[src/pkg/urs_regs.svh]
// timing and field constants for the receive-status reporter
`ifndef URS_REGS_SVH
`define URS_REGS_SVH
`define URS_LS_LSB       0
`define URS_LS_MSB       1
`define URS_VBUS_LSB     2
`define URS_VBUS_MSB     3
`define URS_RXEV_LSB     4
`define URS_RXEV_MSB     5
`define URS_ID_BIT       6
`define URS_ALT_BIT      7
`define URS_IDLE_BYTE    8'h00
`define URS_TURN_CYCLES  1
`endif

[src/pkg/urs_pkg.sv]
// types for the receive-status reporter
package urs_pkg;
	typedef enum logic [1:0] {
		URS_BUS_LINK,
		URS_BUS_TURN_IN,
		URS_BUS_PHY,
		URS_BUS_TURN_OUT
	} urs_bus_e;
	typedef logic [7:0] urs_byte_t;
endpackage : urs_pkg

[src/verilog/urs_rx_status_reporter.sv]
`timescale 1ns/1ps
// decides when the transceiver sends receive-status bytes and owns the bus
`include "urs_regs.svh"
module urs_rx_status_reporter
	import urs_pkg::*;
(
	// clock and reset
	input  wire logic       sys_clk,
	input  wire logic       rst_n,
	// mode
	input  wire logic       syncMode,
	input  wire logic       exitLowPower,
	input  wire logic       txActive,
	// line and comparator state
	input  wire logic [1:0] lineState,
	input  wire logic [1:0] vbusState,
	input  wire logic       idState,
	// receive path
	input  wire logic       rxActive,
	input  wire logic       rxError,
	input  wire logic       rxDataValid,
	input  wire logic [7:0] rxData,
	// link pins
	input  wire logic       stp,
	input  wire logic [7:0] dataIn,
	output logic            dir,
	output logic            nxt,
	output logic [7:0]      dataOut,
	output logic            dataOe,
	// data the link drove, taken outside turnaround
	output logic [7:0]      linkData,
	output logic            linkDataValid
);
	urs_bus_e   bus_q;
	logic       pend_q;
	logic       startup_q;
	logic [1:0] lineLast_q;
	logic [1:0] vbusLast_q;
	logic       idLast_q;
	logic       txHeld_q;
	logic       stpSeen_q;
	urs_byte_t  statusByte;
	logic       trigger;
	logic       wantBus;
	logic       lineTrig;
	logic       compTrig;
	logic       wakeTrig;
	logic       txDoneTrig;
	logic       keepBus;

	urs_status_byte u_byte (
		.sys_clk    (sys_clk),
		.rst_n      (rst_n),
		.lineState  (lineState),
		.vbusState  (vbusState),
		.rxActive   (rxActive),
		.rxError    (rxError),
		.idState    (idState),
		.statusByte (statusByte)
	);

	// line change counts only while direction low; comparators always
	always_comb begin
		lineTrig   = (lineState != lineLast_q) && !dir;
		compTrig   = (vbusState != vbusLast_q)
			|| (idState != idLast_q);
		wakeTrig   = exitLowPower && stp;
		txDoneTrig = txHeld_q && stpSeen_q;
		trigger    = lineTrig || compTrig || wakeTrig || txDoneTrig;
	end

	always_ff @(posedge sys_clk or negedge rst_n) begin
		if (!rst_n) begin
			lineLast_q <= 2'h0;
			vbusLast_q <= 2'h0;
			idLast_q   <= 1'b0;
		end else begin
			if (!dir)
				lineLast_q <= lineState;
			vbusLast_q <= vbusState;
			idLast_q   <= idState;
		end
	end

	// transmit hold: reports wait until stop ends the transmit
	always_ff @(posedge sys_clk or negedge rst_n) begin
		if (!rst_n) begin
			txHeld_q  <= 1'b0;
			stpSeen_q <= 1'b0;
		end else begin
			if (txActive)
				txHeld_q <= 1'b1;
			else if (stpSeen_q)
				txHeld_q <= 1'b0;
			stpSeen_q <= txActive && stp;
		end
	end

	// pending report; a new trigger wins over the clear, merged into one
	always_ff @(posedge sys_clk or negedge rst_n) begin
		if (!rst_n) begin
			pend_q <= 1'b0;
		end else if (trigger) begin
			pend_q <= 1'b1;
		end else if (bus_q == URS_BUS_PHY && !rxActive) begin
			pend_q <= 1'b0;
		end
	end

	// start-up: bus released with stop low, then one report
	always_ff @(posedge sys_clk or negedge rst_n) begin
		if (!rst_n) begin
			startup_q <= 1'b1;
		end else if (startup_q && !stp && syncMode) begin
			startup_q <= 1'b0;
		end
	end

	// a fresh trigger takes the bus at once, a held one waits in pend_q
	assign wantBus = syncMode && !(txActive || (txHeld_q && !stpSeen_q))
		&& (pend_q || trigger || rxActive
		|| (startup_q && !stp));

	assign keepBus = (bus_q == URS_BUS_PHY) && (rxActive || trigger);

	// bus ownership with a turnaround cycle on each change
	always_ff @(posedge sys_clk or negedge rst_n) begin
		if (!rst_n) begin
			bus_q <= URS_BUS_LINK;
		end else begin
			case (bus_q)
				URS_BUS_LINK: begin
					if (wantBus)
						bus_q <= URS_BUS_TURN_IN;
				end
				URS_BUS_TURN_IN: begin
					bus_q <= URS_BUS_PHY;
				end
				URS_BUS_PHY: begin
					if (!rxActive && !trigger)
						bus_q <= URS_BUS_TURN_OUT;
				end
				URS_BUS_TURN_OUT: begin
					bus_q <= URS_BUS_LINK;
				end
				default: begin
					bus_q <= URS_BUS_LINK;
				end
			endcase
		end
	end

	// direction high spans turn-in through own cycles
	always_ff @(posedge sys_clk or negedge rst_n) begin
		if (!rst_n) begin
			dir <= 1'b0;
		end else begin
			dir <= (bus_q == URS_BUS_LINK && wantBus)
				|| bus_q == URS_BUS_TURN_IN
				|| keepBus;
		end
	end

	// bus drive starts one cycle after direction rises
	always_ff @(posedge sys_clk or negedge rst_n) begin
		if (!rst_n) begin
			dataOe <= 1'b0;
		end else begin
			dataOe <= (bus_q == URS_BUS_TURN_IN) || keepBus;
		end
	end

	// received bytes go out with nxt high, status bytes otherwise
	always_ff @(posedge sys_clk or negedge rst_n) begin
		if (!rst_n) begin
			nxt     <= 1'b0;
			dataOut <= `URS_IDLE_BYTE;
		end else if (bus_q != URS_BUS_LINK && rxActive && rxDataValid) begin
			nxt     <= 1'b1;
			dataOut <= rxData;
		end else begin
			nxt     <= 1'b0;
			dataOut <= statusByte;
		end
	end

	// link data delayed one cycle
	always_ff @(posedge sys_clk or negedge rst_n) begin
		if (!rst_n) begin
			linkData <= `URS_IDLE_BYTE;
		end else begin
			linkData <= dataIn;
		end
	end

	// link data ignored while the bus turns around
	always_ff @(posedge sys_clk or negedge rst_n) begin
		if (!rst_n) begin
			linkDataValid <= 1'b0;
		end else begin
			linkDataValid <= (bus_q == URS_BUS_LINK) && !dir;
		end
	end
endmodule : urs_rx_status_reporter

[src/verilog/urs_status_byte.sv]
`timescale 1ns/1ps
// assembles the receive-status byte from current line and comparator state
`include "urs_regs.svh"
module urs_status_byte
	import urs_pkg::*;
(
	// clock and reset
	input  wire logic       sys_clk,
	input  wire logic       rst_n,
	// state inputs
	input  wire logic [1:0] lineState,
	input  wire logic [1:0] vbusState,
	input  wire logic       rxActive,
	input  wire logic       rxError,
	input  wire logic       idState,
	// assembled byte
	output urs_byte_t       statusByte
);
	logic [1:0] rxEvent;

	always_comb begin
		if (rxError)
			rxEvent = 2'h3;
		else if (rxActive)
			rxEvent = 2'h1;
		else
			rxEvent = 2'h0;
	end

	// registered so the byte matches the cycle it is driven
	always_ff @(posedge sys_clk or negedge rst_n) begin
		if (!rst_n) begin
			statusByte <= 8'h00;
		end else begin
			statusByte[`URS_LS_MSB:`URS_LS_LSB]     <= lineState;
			statusByte[`URS_VBUS_MSB:`URS_VBUS_LSB] <= vbusState;
			statusByte[`URS_RXEV_MSB:`URS_RXEV_LSB] <= rxEvent;
			statusByte[`URS_ID_BIT]                 <= idState;
			statusByte[`URS_ALT_BIT]                <= 1'b0;
		end
	end
endmodule : urs_status_byte

[config.mk]
export PLATFORM = sky130hd
export DESIGN_NAME = urs_rx_status_reporter
export DESIGN_NICKNAME = d
export VERILOG_FILES = /design/src/pkg/urs_pkg.sv /design/src/verilog/urs_rx_status_reporter.sv /design/src/verilog/urs_status_byte.sv
export VERILOG_INCLUDE_DIRS = /design/src /design/src/pkg
export SDC_FILE = /design/constraint.sdc
export NUM_CORES = 1
export LEC_CHECK = 0
export ABC_AREA = 0
export BUFFER_PORTS_ARGS = -buffer_cell sky130_fd_sc_hd__buf_4
export CAP_MARGIN = 10
export CORE_MARGIN = 3
export CORE_UTILIZATION = 40
export DETAILED_ROUTE_END_ITERATION = 10
export PLACE_DENSITY = 0.66
export SETUP_SLACK_MARGIN = 0.3
export SLEW_MARGIN = 40
export SYNTH_ARGS = -nofsm -noshare
export SYNTH_HDL_FRONTEND = slang
export SYNTH_SLANG_ARGS = --single-unit
[constraint.sdc]
create_clock -name sys_clk -period 3.14 [get_ports sys_clk]
set_input_delay 0.628 -clock sys_clk [delete_from_list [all_inputs] [get_ports sys_clk]]
set_output_delay 0.628 -clock sys_clk [all_outputs]
set_load 0.05 [all_outputs]
; ---- Word-level counts from Yosys, hierarchy flattened
; Index checks and enable logic that the tools add are counted.
[totals]
register_bits = 38
inputBits = 30
output_inout_bits = 20
word_cells = 73
[classes]
n_eq_ne = 8
mux = 11
n_reduce_logical = 39
[op_table]
columns = op, n
row1 = 1-bit logical AND, 16
row2 = 1-bit logical OR, 12
row3 = 8-bit 2-to-1 mux, 1
row4 = 2-bit case mux with 4 select lines, 1
row5 = 1-bit logical NOT, 6
row6 = 1-bit 2-to-1 mux, 6
row7 = 2-bit 2-to-1 mux, 3
row8 = 2-bit nonzero test, 3
row9 = "2-bit equality test, second input constant", 2
row10 = 2-bit != test, 2
row11 = "2-bit by 1-bit equality test with 1-bit output, second input constant", 1
row12 = 2-bit logical NOT, 1
row13 = "2-bit by 1-bit != test with 1-bit output, second input constant", 1
row14 = "2-bit != test, second input constant", 1
row15 = 2-bit AND reduction, 1
row16 = 1-bit != test, 1

; ---- Longest topological paths before layout
; Gate-level depths: netlist (run 1).
[depth]
depth_word = 12
ltp_mapped = 6
mapped_depth_nobuf = 6

; ---- Hierarchy
; From an unflattened synthesis (run 1), not the netlist that was laid out.
[hier_totals]
hier_cells = 103
area_unflattened_um2 = 1373.8
[by_module_without_submodules]
columns = module, n_inst, cells_each, area_each_um2, seq_area_each_um2
row1 = urs_rx_status_reporter, 1, 93, 1181.1, 777.0
row2 = urs_status_byte, 1, 10, 192.7, 175.2

; ---- Worst setup path after synthesis (run 1)
; Ideal clock, no wire load.
[synth_timing]
kind = input-to-reg
start = input port idState
end = register bus_q[1]
setup_time_ns = 0.127
arrival_time_ns = 1.695
t_required_ns = 3.013
path_slack_ns = 1.318
path_stages = 5
path_buffers = 0
path_cell_list = xnor2_1 > nand4_2 > o31ai_2 > o211a_1 > mux2_1
[synth_via]
elab_chain_cells = 11
elab_cells_between_ends = 14
cone_classes = eq/ne (3) / reduce/logical (11)
[synth_lines]
columns = element, line
row1 = "start, declared", urs_rx_status_reporter.sv:17  ; input wire logic idState,
row2 = 1-bit != test (*), urs_rx_status_reporter.sv:66  ; || (idState != idLast_q);
row3 = 1-bit logical OR (*), urs_rx_status_reporter.sv:66
row4 = 1-bit logical OR (*) (3 in series), urs_rx_status_reporter.sv:69  ; trigger = lineTrig || compTrig || wakeTrig || txDoneTrig;
row5 = 1-bit logical OR (2 in series), urs_rx_status_reporter.sv:121  ; && (pend_q || trigger || rxActive
row6 = 1-bit logical OR, urs_rx_status_reporter.sv:122  ; || (startup_q && !stp));
row7 = 1-bit logical AND, urs_rx_status_reporter.sv:121
row8 = 2-bit != test (no source line), n/a
row9 = 2-bit AND reduction (no source line) (*), n/a
row10 = "end signal, assigned", urs_rx_status_reporter.sv:129  ; bus_q <= URS_BUS_LINK;
row11 = "end signal, assigned", urs_rx_status_reporter.sv:134  ; bus_q <= URS_BUS_TURN_IN;
row12 = "end signal, assigned", urs_rx_status_reporter.sv:137  ; bus_q <= URS_BUS_PHY;
row13 = "end, declared", urs_rx_status_reporter.sv:34  ; urs_bus_e bus_q;
; Every way passes the cells marked *; elsewhere a longest branch is shown, timed or not.
; A chain may end at the register's enable or synchronous reset.

; ---- Worst setup path in the final report (run 1)
[layout_timing]
start = register vbusLast_q[0]
end = register bus_q[1]
[layout_via]
elab_chain_cells = 11
elab_cells_between_ends = 14
cone_classes = eq/ne (3) / reduce/logical (11)
[layout_lines]
columns = element, line
row1 = "start, declared", urs_rx_status_reporter.sv:38  ; logic [1:0] vbusLast_q;
row2 = "start signal, assigned", urs_rx_status_reporter.sv:80  ; vbusLast_q <= vbusState;
row3 = 2-bit != test (*), urs_rx_status_reporter.sv:65  ; compTrig = (vbusState != vbusLast_q)
row4 = 1-bit logical OR (*), urs_rx_status_reporter.sv:66
row5 = 1-bit logical OR (*) (3 in series), urs_rx_status_reporter.sv:69
row6 = 1-bit logical OR (2 in series), urs_rx_status_reporter.sv:121
row7 = 1-bit logical OR, urs_rx_status_reporter.sv:122
row8 = 1-bit logical AND, urs_rx_status_reporter.sv:121
row9 = 2-bit != test (no source line), n/a
row10 = 2-bit AND reduction (no source line) (*), n/a
; Marked as above.

==> results of run 1 <==
## final cells by class
class                   count  area (sq um)  share of cell area
multi-input cells          55           389               0.214
inverters                   6          22.5              0.0124
well taps                  42          52.6              0.0290
repair buffers             49           368               0.203
clock buffers               5          37.5              0.0207
clock inverters             3          67.6              0.0372
flip-flops and latches     35           877               0.483
## power groups by stage
stage / Sequential, mW / Combinational, mW / Clock (mW)
floorplan: 0.734 / 0.183 / 0
global placement: 0.577 / 0.487 / 0
detailed placement: 0.582 / 0.498 / 0
CTS: 0.572 / 0.500 / 0.414
global route: 0.585 / 0.531 / 0.435
finish: 0.571 / 0.492 / 0.400
## state kept, by name, summed over array words and instances (netlist names), 2 cells and up
register	count
dataOut	8
linkData	8
u_byte.statusByte	6
bus_q	2
lineLast_q	2
## final timing paths
path / depth (start not counted) / endpoint / from
max: 5 / bus_q[1] / vbusLast_q[0]
min: 1 / linkData[6] / rst_n
max reg2reg: 5 / bus_q[1] / vbusLast_q[0]
min reg2reg: 2 / dataOut[5] / u_byte.statusByte[5]
max in group asynchronous: 1 / startup_q / rst_n
min in group sys_clk: 1 / linkData[7] / dataIn[7]
## metal layers
metal / global-route usage / up-vias / routed length (microns)
met3: 0.0504 / 8 / 166
met5: 0 / - / 0
li1: - / 428 / -
met4: 0.0771 / 0 / 53
met1: 0.148 / 394 / 990
met2: 0.244 / 35 / 1250
## cell usage in the layout (no fill, tap or decap), types with 2 or more instances in the layout
cell	synthesis	layout
ha_1	3	3
nand2_1	21	21
inv_1	5	5
a21oi_1	3	3
buf_4	0	49
and2_1	2	2
clkbuf_4	0	5
mux2_2	2	2
xnor2_2	2	2
bufinv_16	0	2
dfrtp_1	34	34
xnor2_1	3	3
## worst max-delay path, delay by kind of cell (launching register included)
family	cells	cell delay [ns]
multiplexers	1	0.32
flip-flops	1	0.43
AO/OA/AOI/OAI	2	0.54
AND/OR/NAND/NOR	1	0.17
XOR/XNOR	1	0.18
## metrics by stage
stage	instance area [sq um]	worst slack, ns	total power [mW]	util
6_report	1810	1.39	1.46	0.626
5_1_grt	1810	1.25	1.55	0.626
3_5_place_dp	1710	1.05	1.08	0.589
2_1_floorplan	1290	1.32	0.917	-
4_1_cts	1810	1.39	1.49	0.626
3_3_place_gp	1710	1.12	1.06	0.589
## cell families after synthesis
kind of cell | Yosys count | share of synthesized area
adder cells (fa/ha/maj) | 3 | 0.0291
flip-flops | 35 | 0.681
AO/OA/AOI/OAI | 11 | 0.0728
multiplexers | 3 | 0.0262
buffers and inverters | 6 | 0.0175
AND/OR/NAND/NOR | 33 | 0.128
XOR/XNOR | 5 | 0.0456
==> results_dict.tcl, run 1 <==
set metrics [dict create \
    clock_latency_ns 0.34 \
    tightest_slew_ns 0.435 \
    grt_pass1_wl_mm 4.24 \
    synth_top_area_frac 0.660 \
    rows 19 \
    core-area_sq_um 2900 \
    antenna_cells 0 \
    layout.cells.non_filler 195 \
    vias 865 \
    drt_iter0_markers 34 \
    die_y_microns 62.8 \
    fmax_mhz 571 \
    fin_nets 185 \
    grt_pass1_vias 924 \
    cts_root_buf "clkbuf_4" \
    cts_tree "built" \
    clock_path_buffers 2 \
    synth_area_leaders "dfrtp_1, nand2_1, ha_1" \
    synth_nets 129 \
    slew-limit-headroom 0.710 \
    die_w_microns 62.8 \
    drt-pass1-iter-count 4 \
    numCtsBuffers 5 \
    dp_cells 187 \
    cp-start-kind "register" \
    yosys-top-cells-count "dfrtp_1, nand2_1, inv_1" \
    portBuffers 49 \
    slowest_delay_ns 0.43 \
    status "finished clean" \
    drive_gt1_frac 0.444 \
    hold_buffers 0 \
    hold_class "primary input to async pin" \
    whs_ns 0.223 \
    hold_viol_final 0 \
    areaGrowthSynthToFinish_pct 40.8 \
    reg2reg_slack_ns 1.39 \
    internal_power_mw 0.970 \
    syn_inst 96 \
    critPathKind "register to register" \
    dp_hpwl_mm 1.84 \
    wl_per_cell_microns 12.6 \
    pin_count 50 \
    synth-seq-area-share 0.681 \
    pwr-share-seq 0.390 \
    finalCriticalPeriod_ns 1.75 \
    cts_max_level 2 \
    slowest_stage "dfrtp_1" \
    final.setup.tns_ns 0 \
    path_cells "xnor2_2 > nand4_2 > o31ai_2 > o211a_1 > mux2_1" \
    cts_setup_buffers 0 \
    async_flop_share 1.00 \
    wl_mm 2.46 \
    fp.dieArea_sq_um 3940 \
    synth_warnings 0 \
    grt_max_degree 36 \
    critPathMaxFanout 4 \
    num-fill-cells 236 \
    syn-cell-area_sq_um 1290 \
    cap_violations 0 \
    track_usage 0.141 \
    finalCritPeriodShare 0.558 \
    start_util 0.444 \
    grt.overflow.total 0 \
    p_leak_nw 0.902 \
    yosysUniqueCellTypes 30 \
    p_comb_frac 0.336 \
    antenna_found_initial 0 \
    switchingPower_mw 0.494 \
    ys_seq_elements 35 \
    p_clk_frac 0.274 \
    finClkSkew_ns 0.00362 \
    setup_viol 0 \
    cts.sink_count 35 \
    finalMaxSlewViolations 0 \
    viasPerCell 4.44 \
    switching_share 0.337 \
    cts_resized 0 \
    worst_ir_drop_vdd_uv 428 \
    critPathRequiredTime_ns 3.37 \
    synth_most_common_cell "dfrtp_1" \
    clk_pin_slew_ns 0.11 \
    end_kind "register" \
    route.detailed.drc 0 \
    synthFlopType "dfrtp_1" \
    postRouteAntennaNets 0 \
    synth-edff-count 0 \
    finalWeightedCongestion 0.779 \
    yosys.area.top_type "dfrtp_1" \
    cp.arrival_ns 1.98 \
    rsz0062_at_grt "false" \
    synth.avg_cell_area_sq_um 13.4 \
    p_per_area_nw_per_um2 807 \
]
Power figures use the tool's default switching activity.
==> run 2, diff against run 1 <==
==> constraint.sdc (replaced) <==
create_clock -name sys_clk -period 1.7 [get_ports sys_clk]
set_input_delay 0.34 -clock sys_clk [delete_from_list [all_inputs] [get_ports sys_clk]]
set_output_delay 0.34 -clock sys_clk [all_outputs]
set_load 0.05 [all_outputs]
==> results_dict.tcl, run 2 (synthesis results as in run 1) <==
set metrics [dict create \
    status "finished clean" \
    path_cells "xnor2_2 > nand4_2 > o31ai_4 > o211a_1 > mux2_4" \
    grt_pass1_vias 1028 \
    final_cell_mix "buf_4, dfrtp_1, nand2_1, clkbuf_4" \
    fp.dieArea_sq_um 3940 \
    switching_share 0.352 \
    wl_per_cell_microns 12.0 \
    postRouteAntennaNets 0 \
    clock_latency_ns 0.32 \
    fin_nets 195 \
    pin_count 50 \
    cp.arrival_ns 1.83 \
    fin_ws_ns 0.0813 \
    p_clk_frac 0.183 \
    numCtsBuffers 5 \
    hold_viol_final 0 \
    portBuffers 49 \
    cts_root_buf "clkbuf_4" \
    critPathKind "register to register" \
    antenna_cells 0 \
    switchingPower_mw 0.947 \
    vias 913 \
    clk_pin_slew_ns 0.10 \
    fmax_mhz 618 \
    die_w_microns 62.8 \
    drt-pass1-iter-count 4 \
    p_per_area_nw_per_um2 1410 \
    slew-limit-headroom 0.719 \
    critPathMaxFanout 2 \
    slowest_stage "dfrtp_1" \
    pwr-share-seq 0.395 \
    post-place-ws_ns -0.0506 \
    core-area_sq_um 2900 \
    viasPerCell 4.45 \
    worst_ir_drop_vdd_uv 624 \
    cp_num_buf_inv 0 \
    finalCriticalPeriod_ns 1.62 \
    cp-start-kind "register" \
    grt_pass1_wl_mm 4.40 \
    setup_viol 0 \
    finClkSkew_ns 0.00537 \
    dp_hpwl_mm 1.89 \
    final_common_cell "buf_4" \
    critPathTopFamily "compound AO/OA/AOI/OAI gates" \
    hold_class "primary input to register" \
    clock_path_buffers 2 \
    drt_iter0_markers 35 \
    design_area_sq_um 1910 \
    critPathRequiredTime_ns 1.91 \
    whs_ns 0.113 \
    die_y_microns 62.8 \
    cts.sink_count 35 \
    cts_tree "built" \
    route.detailed.drc 0 \
    post_dp_cell_area_sq_um 1740 \
    track_usage 0.147 \
    p_comb_frac 0.422 \
    finalMaxSlewViolations 0 \
    rows 19 \
    num-fill-cells 245 \
    finalCritPeriodShare 0.952 \
    reg_top3 "dataOut x8, linkData x8, u_byte.statusByte x6" \
    rsz0062_at_grt "true" \
    wl_mm 2.47 \
    grt.overflow.total 0 \
    antenna_found_initial 0 \
    areaGrowthSynthToFinish_pct 48.0 \
    drive_gt1_frac 0.515 \
    start_util 0.444 \
    cts_max_level 2 \
    tightest_slew_ns 0.422 \
    grt_max_degree 36 \
    p_leak_nw 0.955 \
    end_kind "register" \
    slowest_delay_ns 0.42 \
    cap_violations 0 \
    internal_power_mw 1.74 \
    finalWeightedCongestion 0.790 \
]
[run 2: cell count changes in the layout (fill, tap and decap cells not counted), moves of 2 or more]
cell	before	now
buf_4	49	57
bufinv_16	2	0
clkbuf_8	0	2
xnor2_2	2	4
xnor2_1	3	1
[run 2: area by class of cell]
| class | count | area [sq um] | share of cell area |
|---|---|---|---|
| Timing Repair Buffer | 59 | 449 | 0.236 |
| Tap cell | 42 | 52.6 | 0.0276 |
| Multi-Input combinational cell | 55 | 433 | 0.227 |
| Sequential cell | 35 | 878 | 0.461 |
| Clock buffer | 8 | 68.8 | 0.0361 |
| Inverter | 6 | 25.0 | 0.0131 |
[run 2: worst paths after layout]
kind / start / to / slack [ns] / cells past startpoint
max reg2reg: vbusLast_q[0] / bus_q[1] / 0.08 / 5
min reg2reg: u_byte.statusByte[1] / dataOut[1] / 0.46 / 2
min in group asynchronous: rst_n / linkData[2] / 0.49 / 2
max: vbusLast_q[0] / bus_q[1] / 0.08 / 5
min: dataIn[5] / linkData[5] / 0.11 / 1
max in group asynchronous: rst_n / startup_q / 0.88 / 2
[run 2: metrics by stage]
stage          std cells  setup TNS, ns  total power [mW]   util
6_report             205              0              2.69  0.657
5_1_grt              205        -0.0191              2.86  0.657
4_1_cts              204              0              2.64  0.645
3_5_place_dp         191        -0.0506              2.02  0.601
3_3_place_gp         191              0              2.00  0.601
2_1_floorplan         96              0              1.70      -
[run 2: metal layers]
metal,global-route usage,wire length (microns)
met1,0.162,984
met2,0.233,1260
met3,0.0629,182
met4,0.0882,44
met5,0,0
[run 2: power groups by stage]
stage               Combinational [mW]  Sequential (mW)  Clock, mW
floorplan                        0.340             1.36          0
global placement                 0.934             1.06          0
detailed placement               0.952             1.07          0
CTS                               1.07             1.06      0.509
global route                      1.22             1.08      0.557
finish                            1.13             1.06      0.491
[run 2: worst register-to-register path, cell delays in order, from the launching register on]
cell	delay, ns
dfrtp_1	0.42
xnor2_2	0.15
nand4_2	0.15
o31ai_4	0.26
o211a_1	0.22
mux2_4	0.31
[run 2: timing repair]
item,CTS,global route
pin swaps,4,6
setup endpoints to repair,6,12
setup buffers,4,1
hold endpoints to repair,34,0
cloned,0,0
resized for setup,4,6
hold buffers,1,0
==> run 3, diff against run 2 <==
--- a/config.mk
+++ b/config.mk
@@ -13,7 +13,6 @@
 export CORE_UTILIZATION = 40
 export DETAILED_ROUTE_END_ITERATION = 10
 export PLACE_DENSITY = 0.66
-export SETUP_SLACK_MARGIN = 0.3
 export SLEW_MARGIN = 40
 export SYNTH_ARGS = -nofsm -noshare
 export SYNTH_HDL_FRONTEND = slang
==> results_dict.tcl, run 3 (synthesis results as in run 1) <==
set metrics [dict create \
    status "finished clean" \
    final_util 0.646 \
    drt_iter0_markers 55 \
    fin_ws_ns 0.0459 \
    numCtsBuffers 5 \
    wl_per_cell_microns 12.3 \
    drive_gt1_frac 0.481 \
    power_mw 2.71 \
    hold_viol_final 0 \
    antenna_cells 0 \
    end_kind "register" \
    worst_ir_drop_vdd_uv 778 \
    vias 906 \
    reg2reg_slack_ns 0.05 \
    dp_cells 192 \
    antenna_found_initial 0 \
    reg_top3 "dataOut x8, linkData x8, u_byte.statusByte x6" \
    rsz0062_at_grt "true" \
    finalMaxSlewViolations 0 \
    grt_max_degree 36 \
    fp.dieArea_sq_um 3940 \
    die_w_microns 62.8 \
    start_util 0.444 \
    p_per_area_nw_per_um2 1450 \
    p_leak_nw 0.940 \
    critPathKind "register to register" \
    portBuffers 49 \
    clock_path_buffers 2 \
    grt.overflow.total 0 \
    multi_input_area_sq_um 413 \
    die_y_microns 62.8 \
    r2r_cells 5 \
    holdPathEnd "linkData[3]" \
    hold_class "primary input to register" \
    pin_count 50 \
    tightest_slew_ns 0.418 \
    hp-start "dataIn[3]" \
    num-fill-cells 235 \
    critPathMaxFanout 2 \
    cp.arrival_ns 1.89 \
    post_dp_cell_area_sq_um 1750 \
    wl_mm 2.48 \
    cts_tree "built" \
    slew-limit-headroom 0.721 \
    cp-start-kind "register" \
    final_common_cell "buf_4" \
    seqCellArea_sq_um 877 \
    areaGrowthSynthToFinish_pct 45.4 \
    drt-pass1-iter-count 4 \
    finalCriticalPeriod_ns 1.65 \
    clk_pin_slew_ns 0.10 \
    cts_max_level 2 \
    cap_violations 0 \
    final_cell_mix "buf_4, dfrtp_1, nand2_1, inv_1, clkbuf_4" \
    design_area_sq_um 1870 \
    finalCritPeriodShare 0.973 \
    cts_root_buf "clkbuf_4" \
    viasPerCell 4.49 \
    fin_nets 192 \
    final.setup.tns_ns 0 \
    reg2reg_to "bus_q[1]" \
    postRouteAntennaNets 0 \
    grt_pass1_wl_mm 4.22 \
    setup_viol 0 \
    grt_pass1_vias 870 \
    cts.sink_count 35 \
    fmax_mhz 605 \
    layout.cells.non_filler 202 \
    finClkSkew_ns 0.00812 \
    track_usage 0.142 \
    reg2reg_from "u_byte.statusByte[6]" \
    route.detailed.drc 0 \
    post-place-ws_ns -0.0123 \
    hold_path_depth 1 \
    rows 19 \
    finalWeightedCongestion 0.832 \
    clock_latency_ns 0.34 \
    dp_hpwl_mm 1.86 \
    whs_ns 0.0998 \
    critPathRequiredTime_ns 1.93 \
    core-area_sq_um 2900 \
]
-- run 3: final cells by class --
type / instances / area share
tap: 42 / 0.0280
inverter: 6 / 0.0120
timing repair buffer: 56 / 0.226
multi-input combinational: 55 / 0.220
clock inverter: 2 / 0.0187
sequential: 35 / 0.468
clock buffer: 6 / 0.0274
-- run 3: timing repair --
item,in CTS,in global routing
hold buffers,1,0
hold endpoints to repair,34,0
endpoints found under the setup margin,0,1
resized for setup,0,4
buffers inserted,0,1
-- run 3: worst max-delay path by stage --
stage | start | endpoint | cells after the start
floorplan | dir | bus_q[1] | 4
global placement | stp | bus_q[1] | 6
detailed placement | stp | bus_q[1] | 6
CTS | u_byte.statusByte[6] | bus_q[1] | 5
global route | u_byte.statusByte[6] | bus_q[1] | 5
finish | u_byte.statusByte[6] | bus_q[1] | 5
-- run 3: critical path: stages, from the launching register on --
cell and delay [ns]:
dfrtp_1 0.42, xnor2_2 0.18, nand4_2 0.14, o31ai_4 0.28, o211a_1 0.23, mux2_4 0.30
-- run 3: where the power goes --
group / switching [mW] / internal [mW]
clock: 0.274 / 0.347
combinational: 0.589 / 0.444
sequential: 0.0789 / 0.976
-- run 3: routing by layer --
layer	wire length, microns	GRT usage
met1	945	0.159
met2	1270	0.226
met3	212	0.0683
met4	51	0.0661
met5	0	0
